===== src/acs_pkg.sv =====
// Package of constants and types shared by the converter control block and its host end.
// Behaviour
// Sample sync pulse, realign multiframe clock boundary.
// Sync pulse is multiframe rate over power-of-two.
// Multiframe rate divides by four except 4211.
// Frames per multiframe is field plus one.
// Sync pulse preferably between 1 and 5 MHz.
// Sync pulse resets timing counters; otherwise uninitialised.
// Manual sync enabled, data bit drives sync.
// Host sends manual sync high-low pair twice.
// Overrange flag in stream or on spare pins.
// Encoder word is 12-bit sample, four zeros.
// In-stream mode replaces word LSB with flag.
// Overrange flag appears 18 cycles after overload; the spare pins here show it after 19.
// Trip level is full scale times field/255.
// Threshold field resets to E3h.
// Sleep from pin or from register writes.
// Two sleep masks, select bit picks one.
// Global sleep bit powers down everything.
// Masked sleep needs enable bit; link stays.
// Frame is 16 address bits, 8 data bits.
// Shift data on serial clock rise while enabled low.
// Host serial clock at most 2 MHz.
// Host selects master page before master writes.
// Manual sync rising edge acts like external edge.
`default_nettype none
package acs_pkg;

  localparam int          FRAME_BITS     = 24;
  localparam int          ADDR_BITS      = 16;
  localparam int          DATA_BITS      = 8;
  localparam int          SAMPLE_BITS    = 12;
  localparam int          WORD_BITS      = 16;
  localparam int          FIFO_DEPTH     = 8;
  localparam int          OVR_LATENCY    = 18;
  localparam int          LANE_CFG_BITS  = 2;

  // Page select register and page codes.
  localparam logic [15:0] PAGE_SEL_ADDR  = 16'h0011;
  localparam logic [7:0]  PAGE_MASTER    = 8'h80;
  localparam logic [7:0]  PAGE_ADC       = 8'h0F;
  localparam logic [7:0]  PAGE_JESD_DIG  = 8'h69;
  localparam logic [15:0] JESD_PAGE_ADDR = 16'h4004;

  // Master page offsets.
  localparam logic [7:0]  OFS_MASK1_ADC  = 8'h20;
  localparam logic [7:0]  OFS_MASK1_BUF  = 8'h21;
  localparam logic [7:0]  OFS_MASK2_ADC  = 8'h23;
  localparam logic [7:0]  OFS_MASK2_BUF  = 8'h24;
  localparam logic [7:0]  OFS_SLEEP_CFG  = 8'h26;
  localparam logic [7:0]  OFS_SYNC_PULSE = 8'h53;
  localparam logic [7:0]  OFS_MANUAL_EN  = 8'h54;
  localparam logic [7:0]  OFS_SLEEP_MEN  = 8'h55;
  // Block-local master-page offsets for overrange and lane control.
  localparam logic [7:0]  OFS_OVR_THRESH = 8'h5A;
  localparam logic [7:0]  OFS_OVR_ROUTE  = 8'h5B;
  localparam logic [7:0]  OFS_LANE_CFG   = 8'h5C;
  // JESD digital page offset.
  localparam logic [7:0]  OFS_FPMF       = 8'h06;

  // Field positions.
  localparam int          BIT_GLOBAL     = 7;
  localparam int          BIT_PIN_OVR    = 6;
  localparam int          BIT_MASK_SEL   = 5;
  localparam int          BIT_SYNC_MASK  = 6;
  localparam int          BIT_MASK_EN    = 4;
  localparam int          BIT_MANUAL_EN  = 7;
  localparam int          BIT_MANUAL_LVL = 0;
  localparam int          BIT_OVR_STREAM = 0;
  localparam int          BIT_OVR_PINS   = 1;
  localparam int          FPMF_MSB       = 4;

  // Reset values, full scale and threshold divisor.
  localparam logic [7:0]  RST_THRESH     = 8'hE3;
  localparam logic [7:0]  RST_FPMF       = 8'h08;
  localparam logic [7:0]  RST_ZERO       = 8'h00;
  localparam logic [11:0] FULL_SCALE     = 12'h7FF;
  localparam logic [7:0]  THRESH_DIV     = 8'hFF;

  // Lane configurations; only the first one skips the divide by four.
  typedef enum logic [1:0] {
    ACS_LANE_4211  = 2'b00,
    ACS_LANE_4244  = 2'b01,
    ACS_LANE_8224  = 2'b10,
    ACS_LANE_OTHER = 2'b11
  } acs_lane_t;

  // Host timing: half serial period in system clocks, 20 MHz over twice 2 MHz.
  localparam int          CLK_HZ         = 20_000_000;
  localparam int          SCLK_MAX_HZ    = 2_000_000;
  localparam int          HALF_SCLK_CYC  = (CLK_HZ + 2 * SCLK_MAX_HZ - 1) / (2 * SCLK_MAX_HZ);

endpackage : acs_pkg
`default_nettype wire


===== src/acs_link_if.sv =====
// Interface joining the host end and the device end of the serial and sync pins.
`timescale 1ns/1ns
`default_nettype none
interface acs_link_if;
  logic serial_clk;
  logic serial_enable_n;
  logic serial_data_in;
  logic sync_pulse;

  modport host (
    output serial_clk,
    output serial_enable_n,
    output serial_data_in,
    output sync_pulse
  );
  modport device (
    input serial_clk,
    input serial_enable_n,
    input serial_data_in,
    input sync_pulse
  );
endinterface : acs_link_if
`default_nettype wire


===== src/acs_device.sv =====
// Device end: serial register port, sync alignment, overrange and sleep control.
`timescale 1ns/1ns
`default_nettype none
module acs_device (
  // Clock and reset
  input  wire logic                        clk,
  input  wire logic                        rst,
  // Link pins from the host
  acs_link_if.device                       link,
  // Converter samples
  input  wire logic                        sample_valid,
  input  wire logic signed [11:0]          sample_a,
  // Encoder word stream
  output logic                             enc_valid,
  input  wire logic                        enc_ready,
  output logic [acs_pkg::WORD_BITS-1:0]    enc_word,
  // Sleep pin, doubling as overrange output
  input  wire logic                        power_down_pin_in,
  output logic                             power_down_pin_out,
  output logic                             power_down_pin_oe,
  // Serial readback pin used as overrange output
  output logic                             serial_data_out,
  output logic                             serial_data_out_oe,
  // Status and power controls
  output logic                             fast_overrange_flag,
  output logic                             multiframe_edge,
  output logic                             timing_valid,
  output logic                             global_sleep,
  output logic                             link_sleep,
  output logic                             converter_a_sleep,
  output logic                             converter_b_sleep,
  output logic                             input_buffer_a_sleep,
  output logic                             input_buffer_b_sleep
);
  import acs_pkg::*;

  logic [2:0]  sclk_sync, sen_sync, sdi_sync, sys_sync;
  logic [FRAME_BITS-1:0] shift;
  logic [4:0]  bit_cnt;
  logic        frame_done;
  logic [7:0]  page;
  logic [7:0]  mask1_adc, mask1_buf, mask2_adc, mask2_buf, sleep_cfg;
  logic [7:0]  sync_reg, manual_en, mask_en, thresh, route, fpmf;
  acs_lane_t   lane_cfg;
  logic        sync_event;
  logic [1:0]  quarter_cnt;
  logic [4:0]  frame_cnt;
  logic [OVR_LATENCY-1:0] ovr_pipe;
  logic [19:0] level_scaled;
  logic [11:0] magnitude;
  logic        pin_sleep;
  logic        next_in_valid;
  logic [WORD_BITS-1:0] next_word;
  logic        fifo_ready;

  // Two-stage synchronisers; stage 1 and later only, stage 0 is never read.
  always_ff @(posedge clk) begin
    if (rst) begin
      sclk_sync <= '0;
      sen_sync  <= 3'h7;
      sdi_sync  <= '0;
      sys_sync  <= '0;
    end else begin
      sclk_sync <= {sclk_sync[1:0], link.serial_clk};
      sen_sync  <= {sen_sync[1:0], link.serial_enable_n};
      sdi_sync  <= {sdi_sync[1:0], link.serial_data_in};
      sys_sync  <= {sys_sync[1:0], link.sync_pulse};
    end
  end

  // Shift on each serial clock rise while enable is low.
  always_ff @(posedge clk) begin
    if (rst || sen_sync[1]) begin
      bit_cnt <= '0;
      shift   <= '0;
    end else if (sclk_sync[1] && !sclk_sync[2]) begin
      shift   <= {shift[FRAME_BITS-2:0], sdi_sync[1]};
      bit_cnt <= (bit_cnt == 5'(FRAME_BITS)) ? 5'd1 : bit_cnt + 5'd1;
    end
  end

  // A frame completes at every 24th bit; a longer frame writes its first 24 bits, then again at each further multiple of 24.
  assign frame_done = !sen_sync[1] && sclk_sync[2] && !sclk_sync[1] &&
                      bit_cnt == 5'(FRAME_BITS);

  // Register writes, decoded by page; the write bit must be zero.
  always_ff @(posedge clk) begin
    if (rst) begin
      page      <= RST_ZERO;
      mask1_adc <= RST_ZERO;
      mask1_buf <= RST_ZERO;
      mask2_adc <= RST_ZERO;
      mask2_buf <= RST_ZERO;
      sleep_cfg <= RST_ZERO;
      sync_reg  <= RST_ZERO;
      manual_en <= RST_ZERO;
      mask_en   <= RST_ZERO;
      thresh    <= RST_THRESH;
      route     <= RST_ZERO;
      lane_cfg  <= ACS_LANE_8224;
      fpmf      <= RST_FPMF;
    end else if (frame_done && !shift[FRAME_BITS-1]) begin
      if (shift[23:8] == PAGE_SEL_ADDR || shift[23:8] == JESD_PAGE_ADDR) begin
        page <= shift[7:0];
      end else if (page == PAGE_MASTER && shift[22:16] == '0) begin
        unique case (shift[15:8])
          OFS_MASK1_ADC:  mask1_adc <= shift[7:0];
          OFS_MASK1_BUF:  mask1_buf <= shift[7:0];
          OFS_MASK2_ADC:  mask2_adc <= shift[7:0];
          OFS_MASK2_BUF:  mask2_buf <= shift[7:0];
          OFS_SLEEP_CFG:  sleep_cfg <= shift[7:0];
          OFS_SYNC_PULSE: sync_reg  <= shift[7:0];
          OFS_MANUAL_EN:  manual_en <= shift[7:0];
          OFS_SLEEP_MEN:  mask_en   <= shift[7:0];
          OFS_OVR_THRESH: thresh    <= shift[7:0];
          OFS_OVR_ROUTE:  route     <= shift[7:0];
          OFS_LANE_CFG:   lane_cfg  <= acs_lane_t'(shift[LANE_CFG_BITS-1:0]);
          default:        ;
        endcase
      end else if (page == PAGE_JESD_DIG && shift[15:8] == OFS_FPMF) begin
        fpmf <= shift[7:0];
      end
    end
  end

  // Manual level rising edge counts as a sync event like the pin.
  logic manual_lvl, manual_lvl_d;
  assign manual_lvl = manual_en[BIT_MANUAL_EN] && sync_reg[BIT_MANUAL_LVL];
  always_ff @(posedge clk) begin
    if (rst) begin
      manual_lvl_d <= 1'b0;
    end else begin
      manual_lvl_d <= manual_lvl;
    end
  end
  // The mask bit blocks the external pin but not the manual source.
  assign sync_event = (sys_sync[1] && !sys_sync[2] && !sync_reg[BIT_SYNC_MASK]) ||
                      (manual_lvl && !manual_lvl_d);

  // Multiframe counters start only after the first sync event.
  always_ff @(posedge clk) begin
    if (rst) begin
      timing_valid <= 1'b0;
    end else if (sync_event) begin
      timing_valid <= 1'b1;
    end
  end

  always_ff @(posedge clk) begin
    if (rst || sync_event) begin
      quarter_cnt     <= '0;
      frame_cnt       <= '0;
      multiframe_edge <= sync_event;
    end else if (timing_valid) begin
      multiframe_edge <= 1'b0;
      // Frame tick is every clock for 4211, every fourth clock otherwise.
      if (lane_cfg == ACS_LANE_4211 || quarter_cnt == 2'd3) begin
        if (frame_cnt == fpmf[FPMF_MSB:0]) begin
          frame_cnt       <= '0;
          multiframe_edge <= 1'b1;
        end else begin
          frame_cnt <= frame_cnt + 5'd1;
        end
      end
      quarter_cnt <= quarter_cnt + 2'd1;
    end else begin
      multiframe_edge <= 1'b0;
    end
  end

  // Trip level compares magnitude*255 against full scale*threshold.
  assign magnitude    = sample_a[11] ? 12'(-sample_a) : 12'(sample_a);
  assign level_scaled = 20'(FULL_SCALE) * 20'(thresh);
  always_ff @(posedge clk) begin
    if (rst) begin
      ovr_pipe <= '0;
    end else begin
      ovr_pipe <= {ovr_pipe[OVR_LATENCY-2:0],
                   sample_valid && (20'(magnitude) * 20'(THRESH_DIV) > level_scaled)};
    end
  end
  assign fast_overrange_flag = ovr_pipe[OVR_LATENCY-1];

  // Encoder word: sample in upper bits, zeros or flag below.
  assign next_in_valid = sample_valid && !global_sleep;
  assign next_word     = {sample_a, 3'h0,
                          route[BIT_OVR_STREAM] & fast_overrange_flag};

  acs_fifo #(
    .WIDTH (WORD_BITS),
    .DEPTH (FIFO_DEPTH)
  ) acs_fifo_i (
    .clk       (clk),
    .rst       (rst),
    .in_valid  (next_in_valid),
    .in_ready  (fifo_ready),
    .in_data   (next_word),
    .out_valid (enc_valid),
    .out_ready (enc_ready),
    .out_data  (enc_word)
  );

  // Spare pins carry the flag when routed there.
  always_ff @(posedge clk) begin
    if (rst) begin
      serial_data_out    <= 1'b0;
      power_down_pin_out <= 1'b0;
    end else begin
      serial_data_out    <= fast_overrange_flag;
      power_down_pin_out <= fast_overrange_flag;
    end
  end
  assign serial_data_out_oe = route[BIT_OVR_PINS];
  assign power_down_pin_oe  = route[BIT_OVR_PINS];

  // Sleep: pin is ignored while it serves as output or when overridden.
  logic [1:0] pdn_sync;
  always_ff @(posedge clk) begin
    if (rst) begin
      pdn_sync <= '0;
    end else begin
      pdn_sync <= {pdn_sync[0], power_down_pin_in};
    end
  end
  assign pin_sleep = pdn_sync[1] && !route[BIT_OVR_PINS] && !sleep_cfg[BIT_PIN_OVR];

  logic [7:0] sel_adc, sel_buf;
  logic       masked;
  always_ff @(posedge clk) begin
    if (rst) begin
      global_sleep         <= 1'b0;
      link_sleep           <= 1'b0;
      converter_a_sleep    <= 1'b0;
      converter_b_sleep    <= 1'b0;
      input_buffer_a_sleep <= 1'b0;
      input_buffer_b_sleep <= 1'b0;
    end else begin
      global_sleep         <= sleep_cfg[BIT_GLOBAL] || (pin_sleep && !masked);
      link_sleep           <= sleep_cfg[BIT_GLOBAL] || (pin_sleep && !masked);
      converter_a_sleep    <= global_sleep || (masked && (|sel_adc[7:4]));
      converter_b_sleep    <= global_sleep || (masked && (|sel_adc[3:0]));
      input_buffer_a_sleep <= global_sleep || (masked && (|sel_buf[5:4]));
      input_buffer_b_sleep <= global_sleep || (masked && (|sel_buf[7:6]));
    end
  end
  // Mask selection picks which pair of fields applies.
  assign sel_adc = sleep_cfg[BIT_MASK_SEL] ? mask2_adc : mask1_adc;
  assign sel_buf = sleep_cfg[BIT_MASK_SEL] ? mask2_buf : mask1_buf;
  assign masked  = mask_en[BIT_MASK_EN];

  logic unused_ok;
  assign unused_ok = fifo_ready;
endmodule : acs_device
`default_nettype wire


===== src/acs_fifo.sv =====
// Small flip-flop FIFO with valid and ready on both sides.
`timescale 1ns/1ns
`default_nettype none
module acs_fifo #(
  parameter int WIDTH = 16,
  parameter int DEPTH = 8
) (
  // Clock and reset
  input  wire logic             clk,
  input  wire logic             rst,
  // Fill side
  input  wire logic             in_valid,
  output logic                  in_ready,
  input  wire logic [WIDTH-1:0] in_data,
  // Drain side
  output logic                  out_valid,
  input  wire logic             out_ready,
  output logic [WIDTH-1:0]      out_data
);
  localparam int AW = $clog2(DEPTH);

  logic [WIDTH-1:0] store [DEPTH];
  logic [AW-1:0]    wr_ptr;
  logic [AW-1:0]    rd_ptr;
  logic [AW:0]      count;
  logic             push;
  logic             pop;

  assign in_ready  = count != (AW+1)'(DEPTH);
  assign out_valid = count != '0;
  assign push      = in_valid && in_ready;
  assign pop       = out_valid && out_ready;
  assign out_data  = store[rd_ptr];

  always_ff @(posedge clk) begin
    if (push) begin
      store[wr_ptr] <= in_data;
    end
  end

  always_ff @(posedge clk) begin
    if (rst) begin
      wr_ptr <= '0;
      rd_ptr <= '0;
      count  <= '0;
    end else begin
      if (push) begin
        wr_ptr <= (wr_ptr == AW'(DEPTH - 1)) ? '0 : wr_ptr + 1'b1;
      end
      if (pop) begin
        rd_ptr <= (rd_ptr == AW'(DEPTH - 1)) ? '0 : rd_ptr + 1'b1;
      end
      count <= count + (AW+1)'(push) - (AW+1)'(pop);
    end
  end
endmodule : acs_fifo
`default_nettype wire


===== src/flat_wrapper.sv =====
// flat-port wrapper written by rule: the top's interface ports become plain ports
module acs_device_flat import acs_pkg::*;
  (clk, rst, sample_valid, sample_a, enc_valid, enc_ready, enc_word, power_down_pin_in, power_down_pin_out, power_down_pin_oe, serial_data_out, serial_data_out_oe, fast_overrange_flag, multiframe_edge, timing_valid, global_sleep, link_sleep, converter_a_sleep, converter_b_sleep, input_buffer_a_sleep, input_buffer_b_sleep, link_serial_clk, link_serial_enable_n, link_serial_data_in, link_sync_pulse);
  acs_link_if link_i ();
  input  wire logic clk;
  input  wire logic rst;
  input  wire logic sample_valid;
  input  wire logic signed [11:0] sample_a;
  output logic enc_valid;
  input  wire logic enc_ready;
  output logic [acs_pkg::WORD_BITS-1:0] enc_word;
  input  wire logic power_down_pin_in;
  output logic power_down_pin_out;
  output logic power_down_pin_oe;
  output logic serial_data_out;
  output logic serial_data_out_oe;
  output logic fast_overrange_flag;
  output logic multiframe_edge;
  output logic timing_valid;
  output logic global_sleep;
  output logic link_sleep;
  output logic converter_a_sleep;
  output logic converter_b_sleep;
  output logic input_buffer_a_sleep;
  output logic input_buffer_b_sleep;
  input wire logic [$bits(link_i.serial_clk)-1:0] link_serial_clk;
  input wire logic [$bits(link_i.serial_enable_n)-1:0] link_serial_enable_n;
  input wire logic [$bits(link_i.serial_data_in)-1:0] link_serial_data_in;
  input wire logic [$bits(link_i.sync_pulse)-1:0] link_sync_pulse;
  assign link_i.serial_clk = link_serial_clk;
  assign link_i.serial_enable_n = link_serial_enable_n;
  assign link_i.serial_data_in = link_serial_data_in;
  assign link_i.sync_pulse = link_sync_pulse;
  acs_device u_core (.clk(clk), .rst(rst), .link(link_i), .sample_valid(sample_valid), .sample_a(sample_a), .enc_valid(enc_valid), .enc_ready(enc_ready), .enc_word(enc_word), .power_down_pin_in(power_down_pin_in), .power_down_pin_out(power_down_pin_out), .power_down_pin_oe(power_down_pin_oe), .serial_data_out(serial_data_out), .serial_data_out_oe(serial_data_out_oe), .fast_overrange_flag(fast_overrange_flag), .multiframe_edge(multiframe_edge), .timing_valid(timing_valid), .global_sleep(global_sleep), .link_sleep(link_sleep), .converter_a_sleep(converter_a_sleep), .converter_b_sleep(converter_b_sleep), .input_buffer_a_sleep(input_buffer_a_sleep), .input_buffer_b_sleep(input_buffer_b_sleep));
endmodule

===== config.mk =====
export PLATFORM = sky130hd
export DESIGN_NAME = acs_device_flat
export DESIGN_NICKNAME = d
export VERILOG_FILES = /design/src/acs_pkg.sv /design/src/acs_link_if.sv /design/src/acs_device.sv /design/src/acs_fifo.sv /design/src/flat_wrapper.sv
export SDC_FILE = /design/constraint.sdc
export NUM_CORES = 1
export LEC_CHECK = 0
export ABC_CLOCK_PERIOD_IN_PS = 7000
export BUFFER_PORTS_ARGS = -buffer_cell sky130_fd_sc_hd__buf_2
export CAP_MARGIN = 20
export CORE_MARGIN = 2
export CORE_UTILIZATION = 50
export DETAILED_ROUTE_END_ITERATION = 8
export PLACE_DENSITY = 0.72
export SYNTH_ARGS = -nofsm -noshare
export SYNTH_HDL_FRONTEND = slang
export SYNTH_SLANG_ARGS = --single-unit

===== constraint.sdc =====
create_clock -name clk -period 7 [get_ports clk]
set_input_delay 0 -clock clk [delete_from_list [all_inputs] [get_ports clk]]
set_output_delay 0 -clock clk [all_outputs]
set_load 0.03 [all_outputs]

# Word level (Yosys, flattened, before mapping)
# Memory sizes are Yosys's and may differ from the RTL's. A register that Yosys moved wholly into a read port is not among the register bits.
# Index checks and enable logic that the tools add are counted.
# W data, S select, Z words.
[word_totals] regBits=170 ramBits=104 input_bits=21 out_inout_bits=30 wordCells=151 memories=1
[op_classes] n_addsub=8 mul=2 n_lt_le_gt_ge=1 n_eq_ne=22 mux=15 n_bitwise=3 reduce_logical=64
[mem_list] memory="u_core.acs_fifo_i.store" words=8 word_bits=13 rd=1 rd_ports_with_merged_regs=1 write_ports=1 line="acs_fifo.sv:22" text="logic [WIDTH-1:0] store [DEPTH];"
[ops] cell="$eq A8 B7 Y1 const B" n=7
[ops] cell="$reduce_and A4 Y1" n=12
[ops] cell="$eq A8 B6 Y1 const B" n=5
[ops] cell="$logic_and A1 B1 Y1" n=22
[ops] cell="$gt A20 B19 Y1" n=1
[ops] cell="$mul A12 B8 Y20 const B" n=1
[ops] cell="$mul A11 B8 Y19 const A" n=1
[ops] cell="$eq A16 B15 Y1 const B" n=1
[ops] cell="$eq A16 B5 Y1 const B" n=1
[ops] cell="$mux W8" n=2
[ops] cell="$mux W12" n=1
[ops] cell="$mux W3" n=4
[ops] cell="$neg A12 Y12" n=1
[ops] cell="$logic_not A1 Y1" n=11
[ops] cell="$add A5 B1 Y5 const B" n=2
[ops] cell="$logic_or A1 B1 Y1" n=10
[ops] cell="$mux W5" n=2
[ops] cell="$eq A8 B3 Y1 const B" n=1
[ops] cell="$eq A8 B8 Y1 const B" n=1
[ops] cell="$reduce_or A4 Y1" n=2
[ops] cell="$logic_not A7 Y1" n=1
[ops] cell="$add A3 B1 Y3 const B" n=2
[ops] cell="$eq A3 B3 Y1 const B" n=2
[ops] cell="$mux W1" n=6
[ops] cell="13 further kinds" n=16

# Logic depth before layout (Yosys ltp)
[logic_depth] ltp_word=6 depth_mapped=29 mapped_depth_nobuf=29

# Cells and area by module
# From an unflattened synthesis, not the netlist that was laid out.
[unflattened] cells_unflattened=1353 area_unflattened_um2=15374.7
[modules_own_cells] mod="acs_device" instances=1 cells_per_inst=1090 area_per_inst_um2=9744.3 seq_area_each_um2=2622.5
[modules_own_cells] mod="acs_fifo" instances=1 cells_per_inst=263 area_per_inst_um2=5630.4 seq_area_each_um2=4103.9

# Worst setup path before layout
# No wires, ideal clock.
[synth_path] path_kind="input port to flip-flop" startpoint="input port sample_a[5]" endpoint="register u_core.ovr_pipe[0]" setup_time_ns=0.131 arrival_ns=6.092 t_required_ns=6.869 path_slack_ns=0.777 cell_stages=21 n_path_buf=0 path_cell_list="or4_4 > or4_4 > nor4_1 > fa_1 > fa_1 > inv_1 > fa_1 > inv_1 > ha_1 > or4_1 > o31ai_1 > o21ai_0 > or4_1 > nand4_1 > ha_1 > nand2_1 > nor2_1 > nand2_1 > or3_1 > o2111ai_1 > o32ai_1"
[synth_via] elab_chain_len=5
[synth_lines] item="from (decl)" line="flat_wrapper.sv:8" text="input wire logic signed [11:0] sample_a;"
[synth_lines] item="$neg A12 Y12" line="acs_device.sv:172" text="assign magnitude = sample_a[11] ? 12'(-sample_a) : 12'(sample_a);"
[synth_lines] item="$mux W12 (*)" line="acs_device.sv:172"
[synth_lines] item="$mul A12 B8 Y20 (*)" line="acs_device.sv:179" text="sample_valid && (20'(magnitude) * 20'(THRESH_DIV) > level_scaled)};"
[synth_lines] item="$gt A20 B19 Y1 (*)" line="acs_device.sv:179"
[synth_lines] item="$logic_and A1 B1 Y1 (*)" line="acs_device.sv:179"
[synth_lines] item="to (signal assigned)" line="acs_device.sv:178" text="ovr_pipe <= {ovr_pipe[OVR_LATENCY-2:0],"
[synth_lines] item="to (decl)" line="acs_device.sv:48" text="logic [OVR_LATENCY-1:0] ovr_pipe;"
# Mark *: on every way between the ends. The rest lies on a longest branch, timed or not.
# A chain may end at the register's enable or synchronous reset.

# Final worst setup path
# Ends and elaborated chain as after synthesis.

==> flow_summary.ini <==
[global_routing]
grt_max_degree = 81
grt_use_total = 0.190
antenna_found_initial = 0
grt_pass1_wl_microns = 45400
grt_overflow = 0
grt_pass1_vias = 9251

[sta]
finalCritPeriodShare = 0.943
slew_viol_final = 0
skew_ns = 0.0194
min_period_ns = 6.60
fmax_mhz = 151
setup_viol = 0
worst_pin_slew_ns = 1.14
slew_headroom = 0.233
fin_setup_tns_ns = 0
hold_viol = 0
rsz0062_at_grt = false

[synth]
synth_flop_cell = dfxtp_1
synth_area_sq_um = 14200
ys_ff_latch = 248
synth_edf_count = 104
synth.most_common_cell = dfxtp_1
ys_types = 60
async_flop_share = 0
yosys_warnings = 0
syn-instance-count = 1298
ys_seq_area_frac = 0.424
synth.largest_area_cell = edfxtp_1
synth_area_leaders = edfxtp_1, dfxtp_1, ha_1, fa_1, mux4_2
synth_top_area_frac = 0.220
synth_commonest_cells = dfxtp_1, inv_1, ha_1
avgSynthCellArea_sq_um = 10.9

[floorplanning]
initial_utilization = 0.508
io_pins = 51
design.core.area_sq_um = 27900
num_rows = 61
fp.dieW_microns = 172
dieArea_sq_um = 29700
die_height_microns = 172

[cts]
clockBufferDepth = 3
cts-root-buf = clkbuf_16
insertion_delay_ns = 0.53
cts_buffers = 25
clock_sinks = 248
clkTransAtPathRegs_ns = 0.06
cts_tree = built
htreeDepth = 1

[critical_path]
rrSetupSlack_ns = 1.27
critPathMaxFanout = 10
crit_path_start_kind = input pin
cp-end-kind = register
crit_type = in2reg
r2r_end = u_core.ovr_pipe[0]$_SDFF_PP0_
crit_start = sample_a[5]
worstPathRequired_ns = 7.38
crit_end = u_core.ovr_pipe[0]$_SDFF_PP0_
rr_worst_depth = 20
arrival_ns = 6.98
r2r_start = u_core.thresh[6]$_SDFFE_PP1P_

[cells_and_area]
final_area_sq_um = 15900
n_antenna_cell = 0
reg_top3 = u_core.acs_fifo_i.store x104, u_core.shift x24, u_core.ovr_pipe x18
largest_reg_flops = 104
n_fill_cell = 2326
drive_gt1_frac = 0.126
layout.cells.non_filler = 1767
regMostFlops = u_core.acs_fifo_i.store
area_growth_pct = 12.5
nets = 1579

[routing]
drtPass1Iterations = 6
drtIter0Drc = 477
vias_per_cell = 5.27
wl_per_cell_microns = 15.5
antenna_left = 0
drt_wl_total_microns = 27500
vias = 9315
drc = 0

[placed_design]
placed_cell_area_sq_um = 14800
dpl.cell_count = 1695
portBuffers = 47
gp_congestion = 0.844
dpl.hpwl_microns = 19700

[hold_path]
hp-class = in2reg
hold_depth = 3

[pwr]
power_mw = 6.46
leakage_nw = 6.55
power_density_nw_per_um2 = 406
vdd_drop_max_uv = 403

[run]
cap_violations = 0

[run_status]
status = finished clean
## layout make-up
type / instances / area, sq um / share of cell area
clock inverter: 11 / 62.6 / 0.00393
inverter: 143 / 537 / 0.0337
multi-input combinational: 859 / 7490 / 0.470
tap: 378 / 473 / 0.0297
clock buffer: 33 / 706 / 0.0443
timing repair buffer: 95 / 656 / 0.0412
sequential: 248 / 6010 / 0.377
## metrics by stage
step                setup WS [ns]  hold WS [ns]   util
floorplan                   0.777        0.0989      -
global placement            0.381         0.184  0.533
detailed placement          0.263         0.184  0.533
CTS                         0.225         0.213  0.569
global route              0.00352         0.245  0.572
finish                      0.398         0.240  0.572
## worst max-delay path, stage by stage
cell           delay (ns)
dlygate4sd3_1        0.54
buf_2                0.19
or4_4                0.57
o21ai_0              0.32
xor2_2               0.32
inv_1                0.20
ha_1                 0.24
o21bai_1             0.18
ha_1                 0.33
xor2_1               0.17
fa_1                 0.55
inv_1                0.07
fa_1                 0.54
inv_1                0.05
ha_1                 0.23
or4_1                0.49
o31ai_2              0.24
o21ai_0              0.19
or4_1                0.43
nand4_1              0.10
ha_1                 0.15
nand2_1              0.05
nor2_1               0.15
nand2_1              0.08
or3_1                0.38
o2111ai_1            0.12
o32ai_1              0.10
## repair_timing
item | in CTS | in global routing
hold endpoints to repair | 131 | 0
hold buffers | 23 | 0
setup endpoints to repair | 0 | 1
buffers inserted | 0 | 4
resized for setup | 0 | 6
## placed cells by master, fill, tap and decap left out, types with 5 or more instances in the layout
cell type and instances:
o21a_1 7, a21o_1 17, and3_1 5, buf_4 26, xor2_1 35, fa_1 61
clkbuf_16 25, or4_1 5, edfxtp_1 104, o21ai_0 30, nand2_1 82, dfxtp_1 143
mux2_2 13, ha_1 125, mux2i_1 57, dlygate4sd3_1 23, nor4b_1 5, xnor2_1 33
or3_1 5, nor3_1 25, nor3_2 5, or2_2 5, nor4_1 9, a211oi_1 10
nand2b_1 10, buf_2 46, clkbuf_8 5, mux4_2 26, a21oi_1 70, inv_1 142
o31ai_1 5, nor2_1 108, nor2b_1 33, nand4_1 14, o21bai_1 9
## layer usage
metal	up-vias	global-route usage	routed length (microns)
li1	4611	-	-
met1	4518	0.250	12700
met2	142	0.331	13300
met3	44	0.0268	891
met4	0	0.0464	579
met5	-	0	0
## cell families (layout without fill, tap and decap cells)
logic type,count (synthesis),after routing,synth area share
AND/OR/NAND/NOR,332,332,0.116
flip-flops,248,248,0.424
buffers and inverters,193,282,0.0527
adder cells (fa/ha/maj),188,188,0.198
AO/OA/AOI/OAI,167,167,0.0716
multiplexers,96,96,0.0920
XOR/XNOR,73,73,0.0457
other,1,3,0.000265
## power breakdown
| group | switching [mW] | internal (mW) |
|---|---|---|
| clock network | 0.541 | 0.707 |
| registers | 0.0489 | 1.56 |
| logic | 2.01 | 1.60 |
## how the worst min path moves through the flow
stage | slack, ns | start | end
3_5_place_dp | 0.18 | link_serial_enable_n | u_core.sen_sync[0]$_SDFF_PP1_
2_1_floorplan | 0.1 | sample_a[9] | u_core.acs_fifo_i.store[0][10]$_DFFE_PP_
5_1_grt | 0.24 | power_down_pin_in | u_core.pdn_sync[0]$_SDFF_PP0_
3_3_place_gp | 0.18 | link_serial_enable_n | u_core.sen_sync[0]$_SDFF_PP1_
6_report | 0.24 | link_sync_pulse | u_core.sys_sync[0]$_SDFF_PP0_
4_1_cts | 0.21 | link_sync_pulse | u_core.sys_sync[0]$_SDFF_PP0_
No activity file was read; power rests on OpenSTA's default activity.
